## config.mk

```make
export PLATFORM = sky130hd
export DESIGN_NAME = fci_host
export DESIGN_NICKNAME = d
export VERILOG_FILES = /design/src/rtl/fci_pkg.sv /design/src/rtl/fci_host.sv /design/src/rtl/fci_sync.sv
export VERILOG_INCLUDE_DIRS = /design/src /design/src/rtl
export SDC_FILE = /design/constraint.sdc
export NUM_CORES = 1
export LEC_CHECK = 0
export ABC_AREA = 1
export BUFFER_PORTS_ARGS = -buffer_cell sky130_fd_sc_hd__buf_2
export CAP_MARGIN = 20
export CORE_AREA = 4 4 97 99
export CTS_CLUSTER_DIAMETER = 30
export DETAILED_ROUTE_END_ITERATION = 6
export DIE_AREA = 0 0 101 103
export PLACE_DENSITY_LB_ADDON = 0.15
export RECOVER_POWER = 50
export REMOVE_ABC_BUFFERS = 1
export SKIP_CTS_REPAIR_TIMING = 1
export SLEW_MARGIN = 20
export SYNTH_ARGS = -nofsm -noshare
export SYNTH_HDL_FRONTEND = slang
export SYNTH_SLANG_ARGS = --single-unit
```

## constraint.sdc

```tcl
create_clock -name clk -period 4.2 [get_ports clk]
set_clock_uncertainty 0.15 [all_clocks]
set_input_delay 1.26 -clock clk [delete_from_list [all_inputs] [get_ports clk]]
set_output_delay 1.26 -clock clk [all_outputs]
set_load 0.02 [all_outputs]
```

## src/rtl/fci_cfg.svh

```systemverilog
`ifndef FCI_CFG_SVH
`define FCI_CFG_SVH

`define FCI_ADDR_W 20
`define FCI_DATA_W 8
`define FCI_BLOCK_BYTES 65536
`define FCI_BLOCK_SHIFT 16
`define FCI_CNT_W 16

`define FCI_CLK_NS 10
`define FCI_T_READ_VALID_NS 400
`define FCI_T_WAKE_US 1
`define FCI_T_WE_LOW_NS 50
`define FCI_T_READ_ACC_NS 120
`define FCI_T_BUSY_LAT_NS 200

`define FCI_READ_VALID_CYC ((`FCI_T_READ_VALID_NS + `FCI_CLK_NS - 1) / `FCI_CLK_NS)
`define FCI_WAKE_CYC ((`FCI_T_WAKE_US * 1000 + `FCI_CLK_NS - 1) / `FCI_CLK_NS)
`define FCI_WE_LOW_CYC ((`FCI_T_WE_LOW_NS + `FCI_CLK_NS - 1) / `FCI_CLK_NS)
`define FCI_READ_ACC_CYC ((`FCI_T_READ_ACC_NS + `FCI_CLK_NS - 1) / `FCI_CLK_NS)
`define FCI_BUSY_LAT_CYC ((`FCI_T_BUSY_LAT_NS + `FCI_CLK_NS - 1) / `FCI_CLK_NS)
`define FCI_SYNC_LAT_CYC 2

`define FCI_CODE_READ_ARRAY 8'h01
`define FCI_CODE_READ_STATUS 8'h02
`define FCI_CODE_PROGRAM 8'h03
`define FCI_CODE_ERASE 8'h04
`define FCI_CODE_CONFIRM 8'h05
`define FCI_CODE_SUSPEND 8'h06
`define FCI_CODE_RESUME 8'h07
`endif

```

## src/rtl/fci_pkg.sv

```systemverilog
`include "fci_cfg.svh"
package fci_pkg;
  typedef enum logic [7:0] {
    ST_PWRDN = 8'h01,
    ST_WAKE = 8'h02,
    ST_IDLE = 8'h04,
    ST_WSETUP = 8'h08,
    ST_WPULSE = 8'h10,
    ST_WHOLD = 8'h20,
    ST_READ = 8'h40,
    ST_BUSY = 8'h80
  } fci_state_type;

  typedef enum logic [2:0] {
    OP_READ = 3'h0,
    OP_STATUS = 3'h1,
    OP_PROGRAM = 3'h2,
    OP_ERASE = 3'h3,
    OP_SUSPEND = 3'h4,
    OP_RESUME = 3'h5
  } fci_op_type;

  typedef struct packed {
    fci_state_type st;
    logic [`FCI_CNT_W-1:0] cnt;
    logic [1:0] wr_left;
    logic wr_second;
    logic do_read;
    logic wait_busy;
    logic mode_array;
    logic [`FCI_ADDR_W-1:0] addr;
    logic [`FCI_DATA_W-1:0] wd0;
    logic [`FCI_DATA_W-1:0] wd1;
    logic ce_n;
    logic oe_n;
    logic we_n;
    logic rp_n;
    logic dq_oe;
    logic [`FCI_DATA_W-1:0] dq_o;
    logic rsp_valid;
    logic [`FCI_DATA_W-1:0] rsp_data;
  } fci_regs_type;
endpackage

```

## src/rtl/fci_host.sv

```systemverilog
`include "fci_cfg.svh"
module fci_host #(
  parameter int WAKE_CYC = `FCI_WAKE_CYC,
  parameter int READ_VALID_CYC = `FCI_READ_VALID_CYC,
  parameter int WE_LOW_CYC = `FCI_WE_LOW_CYC,
  parameter int READ_ACC_CYC = `FCI_READ_ACC_CYC,
  parameter int BUSY_LAT_CYC = `FCI_BUSY_LAT_CYC,
  parameter logic [`FCI_DATA_W-1:0] CODE_READ_ARRAY = `FCI_CODE_READ_ARRAY,
  parameter logic [`FCI_DATA_W-1:0] CODE_READ_STATUS = `FCI_CODE_READ_STATUS,
  parameter logic [`FCI_DATA_W-1:0] CODE_PROGRAM = `FCI_CODE_PROGRAM,
  parameter logic [`FCI_DATA_W-1:0] CODE_ERASE = `FCI_CODE_ERASE,
  parameter logic [`FCI_DATA_W-1:0] CODE_CONFIRM = `FCI_CODE_CONFIRM,
  parameter logic [`FCI_DATA_W-1:0] CODE_SUSPEND = `FCI_CODE_SUSPEND,
  parameter logic [`FCI_DATA_W-1:0] CODE_RESUME = `FCI_CODE_RESUME
) (
  input wire logic clk,
  input wire logic rst_n,
  input wire logic powerdown_req,
  input wire logic cmd_valid,
  output logic cmd_ready,
  input wire logic [2:0] cmd_op,
  input wire logic [`FCI_ADDR_W-1:0] cmd_addr,
  input wire logic [`FCI_DATA_W-1:0] cmd_data,
  output logic rsp_valid,
  output logic [`FCI_DATA_W-1:0] rsp_data,
  output logic device_busy,
  output logic [`FCI_ADDR_W-1:0] address_lines,
  output logic [`FCI_DATA_W-1:0] data_lines_o,
  output logic data_lines_oe,
  input wire logic [`FCI_DATA_W-1:0] data_lines_i,
  output logic chip_select_n,
  output logic out_enable_n,
  output logic write_strobe_n,
  output logic reset_powerdown_n,
  input wire logic op_done_flag_n
);

  ////////////////////////////////////////////////////////////////////////////////
  // Counts and helpers.

  // Reads and writes both wait for the longer of the two recovery times.
  localparam int WAKE_MAX = (WAKE_CYC > READ_VALID_CYC) ? WAKE_CYC : READ_VALID_CYC;
  localparam logic [`FCI_CNT_W-1:0] WAKE_CNT = `FCI_CNT_W'(WAKE_MAX - 1);
  localparam logic [`FCI_CNT_W-1:0] WE_CNT = `FCI_CNT_W'(WE_LOW_CYC - 1);
  localparam logic [`FCI_CNT_W-1:0] READ_CNT = `FCI_CNT_W'(READ_ACC_CYC + `FCI_SYNC_LAT_CYC - 1);
  localparam logic [`FCI_CNT_W-1:0] BUSY_CNT = `FCI_CNT_W'(BUSY_LAT_CYC - 1);

  function automatic logic [`FCI_CNT_W-1:0] dec(input logic [`FCI_CNT_W-1:0] v);
    dec = v - `FCI_CNT_W'(1);
  endfunction

  ////////////////////////////////////////////////////////////////////////////////
  // Pin inputs pass a two-stage synchroniser.

  logic [`FCI_DATA_W-1:0] dq_s;
  logic ready_s;

  fci_sync #(
    .WIDTH(`FCI_DATA_W + 1),
    .RST_VAL({1'b1, {`FCI_DATA_W{1'b0}}})
  ) u_sync (
    .clk(clk),
    .rst_n(rst_n),
    .async_in({op_done_flag_n, data_lines_i}),
    .sync_out({ready_s, dq_s})
  );

  ////////////////////////////////////////////////////////////////////////////////
  // State.

  fci_pkg::fci_regs_type q;
  fci_pkg::fci_regs_type d;
  logic cmd_fire;

  // Only a suspend may be issued while an operation still runs.
  assign cmd_ready = (q.st == fci_pkg::ST_IDLE) && !powerdown_req &&
                     (ready_s || (cmd_op == fci_pkg::OP_SUSPEND));
  assign cmd_fire = cmd_valid && cmd_ready;

  always_comb begin
    d = q;
    d.rsp_valid = 1'b0;
    unique case (q.st)
      fci_pkg::ST_PWRDN: begin
        d.rp_n = 1'b0;
        d.ce_n = 1'b1;
        d.oe_n = 1'b1;
        d.we_n = 1'b1;
        d.dq_oe = 1'b0;
        if (!powerdown_req) begin
          d.rp_n = 1'b1;
          d.cnt = WAKE_CNT;
          d.st = fci_pkg::ST_WAKE;
        end
      end
      fci_pkg::ST_WAKE: begin
        d.mode_array = 1'b1;
        if (powerdown_req) begin
          d.rp_n = 1'b0;
          d.st = fci_pkg::ST_PWRDN;
        end else if (q.cnt == '0) begin
          d.st = fci_pkg::ST_IDLE;
        end else begin
          d.cnt = dec(q.cnt);
        end
      end
      fci_pkg::ST_IDLE: begin
        if (powerdown_req) begin
          // Powerdown is taken only between commands so no write cycle is cut short.
          d.rp_n = 1'b0;
          d.st = fci_pkg::ST_PWRDN;
        end else if (cmd_fire) begin
          d.addr = cmd_addr;
          d.wd0 = CODE_READ_ARRAY;
          d.wd1 = cmd_data;
          d.wr_left = 2'd0;
          d.wr_second = 1'b0;
          d.do_read = 1'b0;
          d.wait_busy = 1'b0;
          unique case (cmd_op)
            fci_pkg::OP_READ: begin
              d.do_read = 1'b1;
              d.wr_left = q.mode_array ? 2'd0 : 2'd1;
              d.mode_array = 1'b1;
            end
            fci_pkg::OP_STATUS: begin
              d.do_read = 1'b1;
              d.wr_left = 2'd1;
              d.wd0 = CODE_READ_STATUS;
              d.mode_array = 1'b0;
            end
            fci_pkg::OP_PROGRAM: begin
              d.wr_left = 2'd2;
              d.wd0 = CODE_PROGRAM;
              d.wait_busy = 1'b1;
              d.mode_array = 1'b0;
            end
            fci_pkg::OP_ERASE: begin
              d.wr_left = 2'd2;
              // The upper address bits pick the single block that is erased.
              d.addr = {cmd_addr[`FCI_ADDR_W-1:`FCI_BLOCK_SHIFT], {`FCI_BLOCK_SHIFT{1'b0}}};
              d.wd0 = CODE_ERASE;
              d.wd1 = CODE_CONFIRM;
              d.mode_array = 1'b0;
            end
            fci_pkg::OP_SUSPEND: begin
              d.wr_left = 2'd1;
              d.wd0 = CODE_SUSPEND;
              d.wait_busy = 1'b1;
              d.mode_array = 1'b0;
            end
            fci_pkg::OP_RESUME: begin
              d.wr_left = 2'd1;
              d.wd0 = CODE_RESUME;
              d.mode_array = 1'b0;
            end
            default: begin
              d.wr_left = 2'd0;
            end
          endcase
          if (d.wr_left != 2'd0) begin
            d.ce_n = 1'b0;
            d.dq_oe = 1'b1;
            d.dq_o = d.wd0;
            d.st = fci_pkg::ST_WSETUP;
          end else if (d.do_read) begin
            d.ce_n = 1'b0;
            d.oe_n = 1'b0;
            d.cnt = READ_CNT;
            d.st = fci_pkg::ST_READ;
          end else begin
            d.rsp_valid = 1'b1;
            d.rsp_data = '0;
          end
        end
      end
      fci_pkg::ST_WSETUP: begin
        d.we_n = 1'b0;
        d.cnt = WE_CNT;
        d.st = fci_pkg::ST_WPULSE;
      end
      fci_pkg::ST_WPULSE: begin
        if (q.cnt == '0) begin
          // Address and data stay put across the rising strobe edge.
          d.we_n = 1'b1;
          d.st = fci_pkg::ST_WHOLD;
        end else begin
          d.cnt = dec(q.cnt);
        end
      end
      fci_pkg::ST_WHOLD: begin
        d.wr_left = q.wr_left - 2'd1;
        d.wr_second = 1'b1;
        if (q.wr_left == 2'd2) begin
          d.dq_o = q.wd1;
          d.st = fci_pkg::ST_WSETUP;
        end else if (q.do_read) begin
          // The host lets go of the data lines on the same edge that output enable falls.
          d.dq_oe = 1'b0;
          d.oe_n = 1'b0;
          d.cnt = READ_CNT;
          d.st = fci_pkg::ST_READ;
        end else begin
          d.dq_oe = 1'b0;
          d.ce_n = 1'b1;
          // Every write sequence not followed by a read waits out the flag latency, so a late busy flag cannot let a command in.
          d.cnt = BUSY_CNT;
          d.st = fci_pkg::ST_BUSY;
        end
      end
      fci_pkg::ST_READ: begin
        if (q.cnt == '0) begin
          d.rsp_data = dq_s;
          d.rsp_valid = 1'b1;
          d.ce_n = 1'b1;
          d.oe_n = 1'b1;
          d.st = fci_pkg::ST_IDLE;
        end else begin
          d.cnt = dec(q.cnt);
        end
      end
      fci_pkg::ST_BUSY: begin
        // The flag may fall late, so it is not trusted until the latency has passed.
        if (q.cnt != '0) begin
          d.cnt = dec(q.cnt);
        end else if (ready_s || !q.wait_busy) begin
          // Erase and resume answer without waiting for ready, so a suspend can still be issued.
          d.rsp_valid = 1'b1;
          d.rsp_data = '0;
          d.st = fci_pkg::ST_IDLE;
        end
      end
      default: begin
        d.st = fci_pkg::ST_PWRDN;
      end
    endcase
  end

  always_ff @(posedge clk or negedge rst_n) begin
    if (!rst_n) begin
      q <= '{st: fci_pkg::ST_PWRDN, cnt: '0, wr_left: 2'd0, wr_second: 1'b0, do_read: 1'b0,
             wait_busy: 1'b0, mode_array: 1'b1, addr: '0, wd0: '0, wd1: '0, ce_n: 1'b1,
             oe_n: 1'b1, we_n: 1'b1, rp_n: 1'b0, dq_oe: 1'b0, dq_o: '0, rsp_valid: 1'b0,
             rsp_data: '0};
    end else begin
      q <= d;
    end
  end

  ////////////////////////////////////////////////////////////////////////////////
  // Outputs.

  assign rsp_valid = q.rsp_valid;
  assign rsp_data = q.rsp_data;
  assign device_busy = !ready_s;
  assign address_lines = q.addr;
  assign data_lines_o = q.dq_o;
  assign data_lines_oe = q.dq_oe;
  assign chip_select_n = q.ce_n;
  assign out_enable_n = q.oe_n;
  assign write_strobe_n = q.we_n;
  assign reset_powerdown_n = q.rp_n;
endmodule

```

## src/rtl/fci_sync.sv

```systemverilog
module fci_sync #(
  parameter int WIDTH = 1,
  parameter logic [WIDTH-1:0] RST_VAL = '0
) (
  input wire logic clk,
  input wire logic rst_n,
  input wire logic [WIDTH-1:0] async_in,
  output logic [WIDTH-1:0] sync_out
);
  logic [WIDTH-1:0] meta_q;

  // The first stage feeds only the second stage.
  always_ff @(posedge clk or negedge rst_n) begin
    if (!rst_n) begin
      meta_q <= RST_VAL;
      sync_out <= RST_VAL;
    end else begin
      meta_q <= async_in;
      sync_out <= meta_q;
    end
  end
endmodule

```

; ---- Yosys cells after proc, flatten, opt, wreduce, memory -nomap -nowiden
; Cells that the tools add are included.
[classes]
n_mux = 62
n_reduce_logical = 39
n_bitwise = 1
add_sub_neg = 2
eq_ne = 36
[op_table]
columns = op, n
row1 = $pmux 16 s7, 1
row2 = $mux 16, 6
row3 = $mux 8, 10
row4 = $mux 24, 3
row5 = $mux 68, 1
row6 = $pmux 8 s8, 1
row7 = $mux 60, 1
row8 = $mux 9, 6
row9 = $mux 18, 2
row10 = $ne 2x2->1 const B, 15
row11 = $pmux 9 s3, 1
row12 = $logic_not 16->1, 1
row13 = $pmux 8 s2, 1
row14 = $reduce_and 8->1, 2
row15 = $reduce_bool 16->1, 1
row16 = $sub 16x1->16 const B, 1
row17 = $pmux 3 s5, 1
row18 = $mux 1, 14
row19 = $mux 2, 6
row20 = $reduce_and 5->1, 2
row21 = $reduce_or 2->1, 5
row22 = $reduce_and 9->1, 1
row23 = $reduce_bool 3->1, 3
row24 = $eq 8x1->1 const B, 1
row25 = 37 further kinds, 54
[word_totals]
in_bits = 44
wordCells = 159
reg_bits = 105
out_inout_bits = 44

; ---- Depth between registers and ports, before layout
; Gate-level depths: netlist of run 1.
[logic_depth]
ltp_word = 12
ltp_mapped = 14

; ---- Modules after synthesis
; A second synthesis of run 1 with hierarchy kept.
[hier_totals]
cells_unflattened = 630
hier_area_um2 = 5003.5
[by_module_without_submodules]
columns = mod, cells_each, n_inst, area_per_inst_um2, seq_area_each_um2
row1 = fci_host, 612, 1, 4550.6, 1983.2
row2 = fci_sync, 18, 1, 452.9, 452.9

; ---- Worst setup path after synthesis of run 1
; Ideal clock, no wire load.
[synth_timing]
path_type = input port to output port
from = input cmd_op[2]
to = output cmd_ready
cell_stages = 6
slack_ns = 0.999
arrival_time_ns = 1.791
path_cell_list = inv_2 nor2_2 nand2_1 nand2_2 nand2_1 inv_1
[synth_between]
elab_chain_cells = 3
[synth_lines]
columns = item, line
row1 = start: declaration, fci_host.sv:21  ; input wire logic [2:0] cmd_op,
row2 = $eq 3x3->1, fci_host.sv:77  ; (ready_s || (cmd_op == fci_pkg::OP_SUSPEND));
row3 = $logic_or 1x1->1, fci_host.sv:77
row4 = $logic_and 1x1->1, fci_host.sv:76  ; assign cmd_ready = (q.st == fci_pkg::ST_IDLE) && !powerdown_req &&
row5 = end: declaration, fci_host.sv:20  ; output logic cmd_ready,
; No other way between the ends.

; ---- Worst setup path in the final report of run 1
; Ends and elaborated chain as after synthesis.

==> results of run 1 <==
## path summary, 6_finish.rpt
path | startpoint | end | slack, ns | cells past startpoint
max reg2reg | q[64]$_DFFE_PN0P_ | rsp_data[3]$_DFFE_PN0P_ | 1.71 | 11
min | u_sync.meta_q[7]$_DFF_PN0_ | u_sync.sync_out[7]$_DFF_PN0_ | 0.21 | 0
min reg2reg | u_sync.meta_q[7]$_DFF_PN0_ | u_sync.sync_out[7]$_DFF_PN0_ | 0.21 | 0
max | cmd_op[2] | cmd_ready | 0.70 | 8
min in group asynchronous | rst_n | q[59]$_DFFE_PN0P_ | 1.52 | 1
max in group asynchronous | rst_n | out_enable_n$_DFFE_PN1P_ | 0.83 | 2
## power groups by stage
stage	Combinational [mW]	Clock, mW	Sequential [mW]
CTS	0.765	0.624	1.11
finish	0.763	0.616	1.11
floorplan	0.505	0	1.17
global placement	0.741	0	1.13
global route	0.863	0.662	1.13
detailed placement	0.758	0	1.13
## through the flow
step | area [um^2] | power [mW] | instances | utilization [%] | setup slack (ns)
floorplan | 4670 | 1.67 | 584 | - | 0.999
global placement | 5260 | 1.87 | 782 | 61.5 | 0.754
CTS | 5470 | 2.50 | 798 | 63.9 | 0.703
detailed placement | 5260 | 1.89 | 782 | 61.5 | 0.702
global route | 5450 | 2.65 | 798 | 63.7 | 0.320
finish | 5450 | 2.49 | 798 | 63.7 | 0.699
## cells by family after synthesis
family                   after synthesis  synth area share, %
AND/OR/NAND/NOR                      371                 31.8
buffers and inverters                 96                 10.5
AO/OA/AOI/OAI                         55                 6.35
adder cells (fa/ha/maj)                2                0.498
XOR/XNOR                              13                 2.27
flip-flops                            97                 48.5
## state kept, by name, summed over array words and instances (netlist names), 8 cells and up
register / flops
q: 37
address_lines: 20
rsp_data: 8
data_lines_o: 8
u_sync.sync_out: 9
u_sync.meta_q: 9
## cell type report
| type | count | share of cell area (%) |
|---|---|---|
| sequential | 97 | 44.7 |
| timing repair buffer | 90 | 8.33 |
| inverter | 46 | 3.21 |
| clock inverter | 7 | 1.49 |
| multi-input combinational | 441 | 37.5 |
| tap | 108 | 2.48 |
| clock buffer | 9 | 2.27 |
## cells in the final DEF (no fill, tap or decap), types with 2 or more instances in the layout
| cell | netlist | routed |
|---|---|---|
| clkbuf_8 | 0 | 9 |
| o211ai_1 | 2 | 2 |
| buf_4 | 37 | 2 |
| a21oi_1 | 7 | 7 |
| ha_1 | 2 | 2 |
| nand2_2 | 8 | 7 |
| o21ai_0 | 23 | 24 |
| nand3b_1 | 2 | 2 |
| nand4_1 | 8 | 8 |
| o22ai_1 | 3 | 3 |
| clkinv_4 | 0 | 2 |
| nor2_1 | 69 | 71 |
| nor3_1 | 4 | 4 |
| buf_2 | 4 | 86 |
| xor2_1 | 8 | 8 |
| clkinv_8 | 0 | 2 |
| nand3_1 | 35 | 35 |
| nand2_4 | 2 | 2 |
| inv_1 | 39 | 39 |
| o21ai_2 | 3 | 2 |
| dfrtp_1 | 90 | 90 |
| xnor2_1 | 5 | 5 |
| o21ai_1 | 13 | 13 |
| inv_8 | 0 | 2 |
| o31ai_1 | 2 | 2 |
| nor2_2 | 14 | 12 |
| nand2_1 | 223 | 224 |
| inv_2 | 5 | 5 |
| dfstp_2 | 7 | 7 |
## cell usage after synthesis, drive strengths merged
library cell  count  area, um^2
a21oi             7        35.0
a22oi             1        7.51
a31oi             1        21.3
and2              1        6.26
buf              44         332
clkbuf            6        22.5
clkinv            1        3.75
dfrtp            90        2250
dfstp             7         184
ha                2        25.0
inv              45         171
nand2           234         930
nand3            36         193
nand3b            2        15.0
nand4             8        50.1
nor2             85         378
nor3              4        20.0
o211ai            2        15.0
o21ai            39         206
o22ai             3        18.8
o31ai             2        15.0
or2               1        6.26
xnor2             5        43.8
xor2              8        70.1
## metal layers
layer,routed length [um],up-vias,track usage [%]
li1,-,2054,-
met1,4790,1895,30.0
met2,4930,131,35.1
met3,739,14,5.35
met4,165,0,6.13
met5,0,-,0
==> impl_metrics.yaml, run 1 <==
finish:
  antenna_cells_inserted: 0
  drive_above_1_share_pct: 21.3
  area_growth_syn_to_layout_pct: 8.55
  multiInputGateArea_mm2: 0.00204
  area.sequential_mm2: 0.00244
  num-fill-cells: 753
  fin_nets: 731
floorplanning:
  io_pins: 88
  initial_utilization_pct: 58.7
  floorplan.rows: 34
  design.core.area_mm2: 0.00855
  die_area_mm2: 0.0104
  die_height_um: 103
  die_w_um: 101
sta:
  portion_of_the_clock_cycle_consumed_by_the_worst_path_in_the_final_layout_pct: 83.4
  setup_total_negative_slack_ns: 0
  fmax_ghz: 0.286
  tightestPinTransition_ns: 2.55
  timing.max_slew.rel_slack_pct: -69.7
  final-max-slew-violation-count: 50
  setup_violations: 0
  setup_repair_after_global_routing_missed_its_margin: "false"
  layout_min_cycle_time_ns: 3.50
  hold_viol_final: 0
  fin_worst_hold_slack_ns: 0.207
routing:
  detailedRoute.firstIterationViolations: 207
  vias: 4094
  post_drt_via_cell_ratio: 5.13
  wl_um: 10600
  average_wire_per_cell_in_the_routed_design_um: 13.3
  route.antenna.remaining_nets: 0
  drc_errors: 0
  detail_route.first_pass.iterations: 5
pwr:
  power_density_mw_per_mm2: 458
  seq_power_share_pct: 44.7
  power.switching_fraction_pct: 38.8
  p_comb_share_pct: 30.6
  p_sw_uw: 969
  clock_power_share_pct: 24.7
  ir_worst_vdd_v: 0.000253
  cell_internal_pwr_mw: 1.53
  leakagePower_nw: 2.98
worst_setup_path:
  timing.critical_path.required_ns: 2.79
  critPathSlowestCell: "buf_2"
  critPathCaptureType: "output port"
  critPathMaxFanout: 6
  start_kind: "input pin"
  cp_max_stage_delay_ns: 0.15
  worst_path_dominant_cell_family: "simple AND/OR/NAND/NOR gates"
  cp_num_buf_inv: 4
  cp_data_arrival_time_ns: 2.09
  path_cells: "buf_2, inv_2, nor2_2, nand2_1, nand2_2, nand2_1, inv_1, buf_2"
  timing_worst_setup_path_type: "in2out"
placed_design:
  io_buffer_count: 87
  place_congestion: 0.993
  dp.final_hpwl_um: 7820
grt:
  via_count_of_the_first_global_routing_pass: 3932
  grt_remaining_overflow: 0
  number_of_antenna_violations_at_the_first_check_in_global_routing: 0
  first_pass_grt_wire_length_um: 18300
  grt_util_all_layers_pct: 21.9
  pin_count_of_the_biggest_net_entering_global_routing: 50
cts:
  number_of_buffers_inserted_during_clock_tree_synthesis: 9
  clk_transition_reported_paths_ns: 0.10
  cts_root_buffer: "clkbuf_8"
  cts_tree: "yes"
  worst_skew_pair.late_latency_ns: 0.36
  cts.htree.levels: 3
  clock_path_buffers: 2
  tritoncts_num_sinks: 97
status:
  outcome: "complete, but fails checks"
  violations_in_the_final_reports: "max-capacitance violations, max-slew violations"
logic_synthesis:
  synth_seq_area_share_pct: 48.5
  netlist_instances: 634
  netlist-cell-type-count: 37
  synth-warning-count: 0
  post_synth_instance_area_mm2: 0.00502
  synthesis.area_per_instance_um2: 7.92
  yosys_register_bits: 97
hold_path:
  worst_min_delay_path_class: "reg2reg"
run:
  drv_cap: 1
No activity file was read; power rests on OpenSTA's default activity.
==> run 2, diff against run 1 <==
--- a/config.mk
+++ b/config.mk
@@ -9,10 +9,10 @@
 export ABC_AREA = 1
 export BUFFER_PORTS_ARGS = -buffer_cell sky130_fd_sc_hd__buf_2
 export CAP_MARGIN = 20
-export CORE_AREA = 4 4 97 99
+export CORE_AREA = 4 4 100 102
 export CTS_CLUSTER_DIAMETER = 30
 export DETAILED_ROUTE_END_ITERATION = 6
-export DIE_AREA = 0 0 101 103
+export DIE_AREA = 0 0 104 106
 export PLACE_DENSITY_LB_ADDON = 0.15
 export RECOVER_POWER = 50
 export REMOVE_ABC_BUFFERS = 1
==> constraint.sdc (replaced) <==
create_clock -name clk -period 3.35 [get_ports clk]
set_clock_uncertainty 0.15 [all_clocks]
set_input_delay 1.005 -clock clk [delete_from_list [all_inputs] [get_ports clk]]
set_output_delay 1.005 -clock clk [all_outputs]
set_load 0.02 [all_outputs]
==> impl_metrics.yaml, run 2 (synthesis results as in run 1) <==
status:
  outcome: "finished, final reports clean"
grt:
  via_count_of_the_first_global_routing_pass: 4111
  first_pass_grt_wire_length_um: 18900
  grt_remaining_overflow: 0
  number_of_antenna_violations_at_the_first_check_in_global_routing: 0
  pin_count_of_the_biggest_net_entering_global_routing: 53
  grt_util_all_layers_pct: 20.6
floorplanning:
  io_pins: 88
  floorplan.rows: 35
  die_height_um: 106
  initial_utilization_pct: 55.1
  die_w_um: 104
  die_area_mm2: 0.0110
  design.core.area_mm2: 0.00911
worst_setup_path:
  r2r_setup_slack_ns: 1.00
  critical_path.startpoint: "cmd_op[2]"
  critPathMaxFanout: 6
  cp_data_arrival_time_ns: 1.83
  critPathSlowestCell: "buf_2"
  start_kind: "input pin"
  regToRegStartpoint: "q[64]$_DFFE_PN0P_"
  critPathCaptureType: "output port"
  path_cells: "buf_2, inv_2, nor2_2, nand2_1, nand2_2, nand2_1, inv_1, buf_2"
  worstRegToRegCells: 11
  timing.critical_path.required_ns: 2.19
  timing_worst_setup_path_type: "in2out"
  cp_max_stage_delay_ns: 0.15
  rr_endpoint: "rsp_data[0]$_DFFE_PN0P_"
hold_path:
  hold_end: "u_sync.sync_out[2]$_DFF_PN0_"
  hold_path_depth: 0
  holdCritStartpoint: "u_sync.meta_q[2]$_DFF_PN0_"
  worst_min_delay_path_class: "reg2reg"
placed_design:
  dp_worst_setup_slack_ns: 0.363
  dpl.cell_count: 787
  place_congestion: 0.932
  io_buffer_count: 87
  dp.final_hpwl_um: 7910
finish:
  top_register: "q"
  area_growth_syn_to_layout_pct: 9.15
  final_cell_count_no_fill: 803
  most-common-layout-cells: "nand2_1, dfrtp_1, buf_2"
  drive_above_1_share_pct: 21.7
  largest_register_ff_count: 37
  fin_nets: 733
  layout.cells.most_common: "nand2_1"
  finish.utilization_pct: 60.2
  antenna_cells_inserted: 0
sta:
  layout_min_cycle_time_ns: 2.99
  tightestPinTransition_ns: 1.25
  final_critical_path_setup_slack_ns: 0.365
  setup_repair_after_global_routing_missed_its_margin: "false"
  hold_viol_final: 0
  setup_total_negative_slack_ns: 0
  setup_violations: 0
  timing.max_slew.rel_slack_pct: 16.4
  portion_of_the_clock_cycle_consumed_by_the_worst_path_in_the_final_layout_pct: 89.1
  fmax_ghz: 0.335
  final-max-slew-violation-count: 0
routing:
  average_wire_per_cell_in_the_routed_design_um: 13.3
  drc_errors: 0
  route.antenna.remaining_nets: 0
  vias: 4101
  post_drt_via_cell_ratio: 5.11
  detail_route.first_pass.iterations: 5
  wl_um: 10700
  detailedRoute.firstIterationViolations: 231
cts:
  cts_root_buffer: "clkbuf_8"
  cts.htree.levels: 3
  clk_transition_reported_paths_ns: 0.12
  clock_path_buffers: 2
  number_of_buffers_inserted_during_clock_tree_synthesis: 9
  worst_skew_pair.late_latency_ns: 0.37
  tritoncts_num_sinks: 97
  cts_tree: "yes"
pwr:
  report.power.total_mw: 3.14
  power_density_mw_per_mm2: 573
  leakagePower_nw: 2.99
  ir_worst_vdd_v: 0.000353
run:
  drv_cap: 0
run 2: cell types whose count changed in the layout (fill, tap and decap cells not counted), sizes merged:
cell / change
buf: +1
clkbuf: +1
clkinv: -1
inv: +1
run 2: worst max-delay path: cells and delay by family:
| kind | cells | cell delay, ns |
|---|---|---|
| AND/OR/NAND/NOR | 4 | 0.45 |
| buffers and inverters | 4 | 0.37 |
run 2: worst max path at each step:
stage	slack [ns]	cells after the start	end
2_1_floorplan	0.66	6	cmd_ready
3_3_place_gp	0.41	8	cmd_ready
3_5_place_dp	0.36	8	cmd_ready
4_1_cts	0.36	8	cmd_ready
5_1_grt	0.29	8	cmd_ready
6_report	0.36	8	cmd_ready
run 2: routing by layer:
layer	share of wire (%)	vias up	GRT usage, %
li1	-	2068	-
met1	44	1885	26.6
met2	47	127	34.0
met3	7.1	21	5.40
met4	1.7	0	7.03
met5	0	-	0
run 2: area by class of cell:
class,instances,area (um^2)
Fill cell,869,3630
Tap cell,111,139
Timing Repair Buffer,92,467
Sequential cell,97,2440
Multi-Input combinational cell,441,2050
Inverter,46,175
Clock inverter,7,91.3
Clock buffer,9,124
run 2: power breakdown:
group / switching (mW) / internal [mW] / leakage (nW)
Sequential: 0.0868 / 1.31 / 1.19
Clock: 0.493 / 0.307 / 0.106
Combinational: 0.643 / 0.306 / 1.69
Total: 1.22 / 1.92 / 2.99
run 2: per-stage QoR:
step                      hold slack [ns]  area, um^2
final                               0.211        5480
after global placement              0.181        5290
after CTS                           0.213        5510
after global routing                0.218        5480
after floorplan                     0.181        4670
after detailed placement            0.186        5290
==> run 3, diff against run 2 <==
--- a/config.mk
+++ b/config.mk
@@ -7,12 +7,13 @@
 export NUM_CORES = 1
 export LEC_CHECK = 0
 export ABC_AREA = 1
+export ABC_CLOCK_PERIOD_IN_PS = 3350
 export BUFFER_PORTS_ARGS = -buffer_cell sky130_fd_sc_hd__buf_2
 export CAP_MARGIN = 20
-export CORE_AREA = 4 4 100 102
+export CORE_AREA = 5 5 101 103
 export CTS_CLUSTER_DIAMETER = 30
 export DETAILED_ROUTE_END_ITERATION = 6
-export DIE_AREA = 0 0 104 106
+export DIE_AREA = 0 0 106 108
 export PLACE_DENSITY_LB_ADDON = 0.15
 export RECOVER_POWER = 50
 export REMOVE_ABC_BUFFERS = 1
==> constraint.sdc (replaced) <==
create_clock -name clk -period 3.35 [get_ports clk]
set_clock_uncertainty 0.15 [all_clocks]
set_input_delay 0.1675 -clock clk [delete_from_list [all_inputs] [get_ports clk]]
set_output_delay 0.1675 -clock clk [all_outputs]
set_load 0.02 [all_outputs]
==> impl_metrics.yaml, run 3 (synthesis results as in run 1) <==
routing:
  detail_route.first_pass.iterations: 4
  post_drt_via_cell_ratio: 5.06
  vias: 4249
  route.antenna.remaining_nets: 0
  average_wire_per_cell_in_the_routed_design_um: 13.8
  detailedRoute.firstIterationViolations: 227
  drc_errors: 0
  wl_um: 11600
cts:
  worst_skew_pair.late_latency_ns: 0.37
  cts.htree.levels: 3
  tritoncts_num_sinks: 97
  clk_transition_reported_paths_ns: 0.11
  clock_path_buffers: 2
  cts_root_buffer: "clkbuf_8"
  cts_tree: "yes"
  number_of_buffers_inserted_during_clock_tree_synthesis: 9
sta:
  tightestPinTransition_ns: 1.82
  hold_viol_final: 0
  layout_min_cycle_time_ns: 2.41
  fmax_ghz: 0.415
  setup_total_negative_slack_ns: 0
  setup_violations: 0
  portion_of_the_clock_cycle_consumed_by_the_worst_path_in_the_final_layout_pct: 71.9
  timing.max_slew.rel_slack_pct: -21.2
  final-max-slew-violation-count: 76
  setup_repair_after_global_routing_missed_its_margin: "false"
worst_setup_path:
  start_kind: "flip-flop"
  cp_data_arrival_time_ns: 2.56
  critPathCaptureType: "flip-flop"
  timing.critical_path.required_ns: 3.50
  r2r_setup_slack_ns: 0.94
  critPathMaxFanout: 48
  timing_worst_setup_path_type: "reg2reg"
pwr:
  power.switching_fraction_pct: 38.9
  p_sw_mw: 1.24
  clock_power_share_pct: 24.9
  p_comb_share_pct: 30.9
  seq_power_share_pct: 44.2
  ir_worst_vdd_v: 0.000277
  power_density_mw_per_mm2: 546
  cell_internal_pwr_mw: 1.94
  leakagePower_nw: 3.01
  report.power.total_mw: 3.17
finish:
  antenna_cells_inserted: 0
  drive_above_1_share_pct: 15.2
  finish.utilization_pct: 63.8
  most-common-layout-cells: "nand2_1, dfrtp_1, nor2_1"
  area_growth_syn_to_layout_pct: 15.8
  layout.cells.most_common: "nand2_1"
  final_cell_count_no_fill: 840
  fin_nets: 770
  top_register: "q"
  largest_register_ff_count: 37
floorplanning:
  initial_utilization_pct: 55.1
  io_pins: 88
  die_area_mm2: 0.0114
  die_height_um: 108
  floorplan.rows: 35
  design.core.area_mm2: 0.00911
  die_w_um: 106
grt:
  grt_util_all_layers_pct: 20.6
  via_count_of_the_first_global_routing_pass: 4079
  pin_count_of_the_biggest_net_entering_global_routing: 76
  number_of_antenna_violations_at_the_first_check_in_global_routing: 0
  grt_remaining_overflow: 0
  first_pass_grt_wire_length_um: 19000
run:
  drv_cap: 1
placed_design:
  dp.final_hpwl_um: 7980
  io_buffer_count: 87
  dpl.cell_count: 786
  place_congestion: 0.871
status:
  outcome: "complete, but fails checks"
  violations_in_the_final_reports: "max-capacitance violations, max-slew violations"
hold_path:
  worst_min_delay_path_class: "in2reg"
-- run 3: changes by cell type in the layout (fill, tap and decap cells not counted), moves of 2 or more --
cell | before | now
buf_2 | 86 | 44
dlygate4sd3_1 | 0 | 38
nor2_1 | 71 | 69
clkbuf_1 | 1 | 42
nor2_2 | 12 | 14
-- run 3: layout make-up --
class / count / area, um^2
Sequential cell: 97 / 2440
Inverter: 46 / 175
Tap cell: 111 / 139
Timing Repair Buffer: 129 / 793
Clock buffer: 9 / 124
Fill cell: 807 / 3290
Clock inverter: 7 / 91.3
Multi-Input combinational cell: 441 / 2060
-- run 3: worst paths after layout --
check	startpoint	depth (start not counted)	to
setup reg to reg	q[85]$_DFFE_PN0P_	10	data_lines_o[6]$_DFFE_PN0P_
hold reg to reg	u_sync.meta_q[1]$_DFF_PN0_	0	u_sync.sync_out[1]$_DFF_PN0_
hold / removal	cmd_valid	3	address_lines[14]$_DFFE_PN0P_
setup / recovery	q[85]$_DFFE_PN0P_	10	data_lines_o[6]$_DFFE_PN0P_
max in group asynchronous	rst_n	3	chip_select_n$_DFFE_PN1P_
min in group asynchronous	rst_n	2	address_lines[15]$_DFFE_PN0P_
-- run 3: power by group through the flow --
stage               combinational [mW]  sequential (mW)  clock, mW
finish                           0.980             1.40      0.790
global route                      1.11             1.42      0.856
CTS                              0.958             1.40      0.812
detailed placement               0.955             1.42          0
global placement                 0.941             1.42          0
floorplan                        0.633             1.46          0
-- run 3: routing by layer --
metal  wire [um]  vias up  global-route usage [%]
met5           0        -                       0
met4         182        0                    7.59
met3         740       15                    5.07
met2        5710      126                    34.2
met1        4940     1974                    26.4
li1            -     2134                       -
-- run 3: metrics by stage --
step | worst slack (ns) | hold slack, ns | area [um^2]
after floorplan | 1.16 | -0.278 | 4670
after global placement | 1.00 | 0.126 | 5270
after detailed placement | 0.937 | 0.127 | 5270
after CTS | 0.916 | -0.270 | 5490
after global routing | 0.738 | 0.0789 | 5810
final | 0.943 | 0.0678 | 5810
-- run 3: critical path: stages, from the launching register on --
cell and delay (ns):
dfrtp_1 0.42, nor2_2 0.18, nand2_2 0.12, inv_4 0.13
nand2_8 0.10, nor2_8 0.12, nand3_4 0.16, buf_4 0.32
o21ai_2 0.40, nand3_1 0.13, nand2_1 0.08
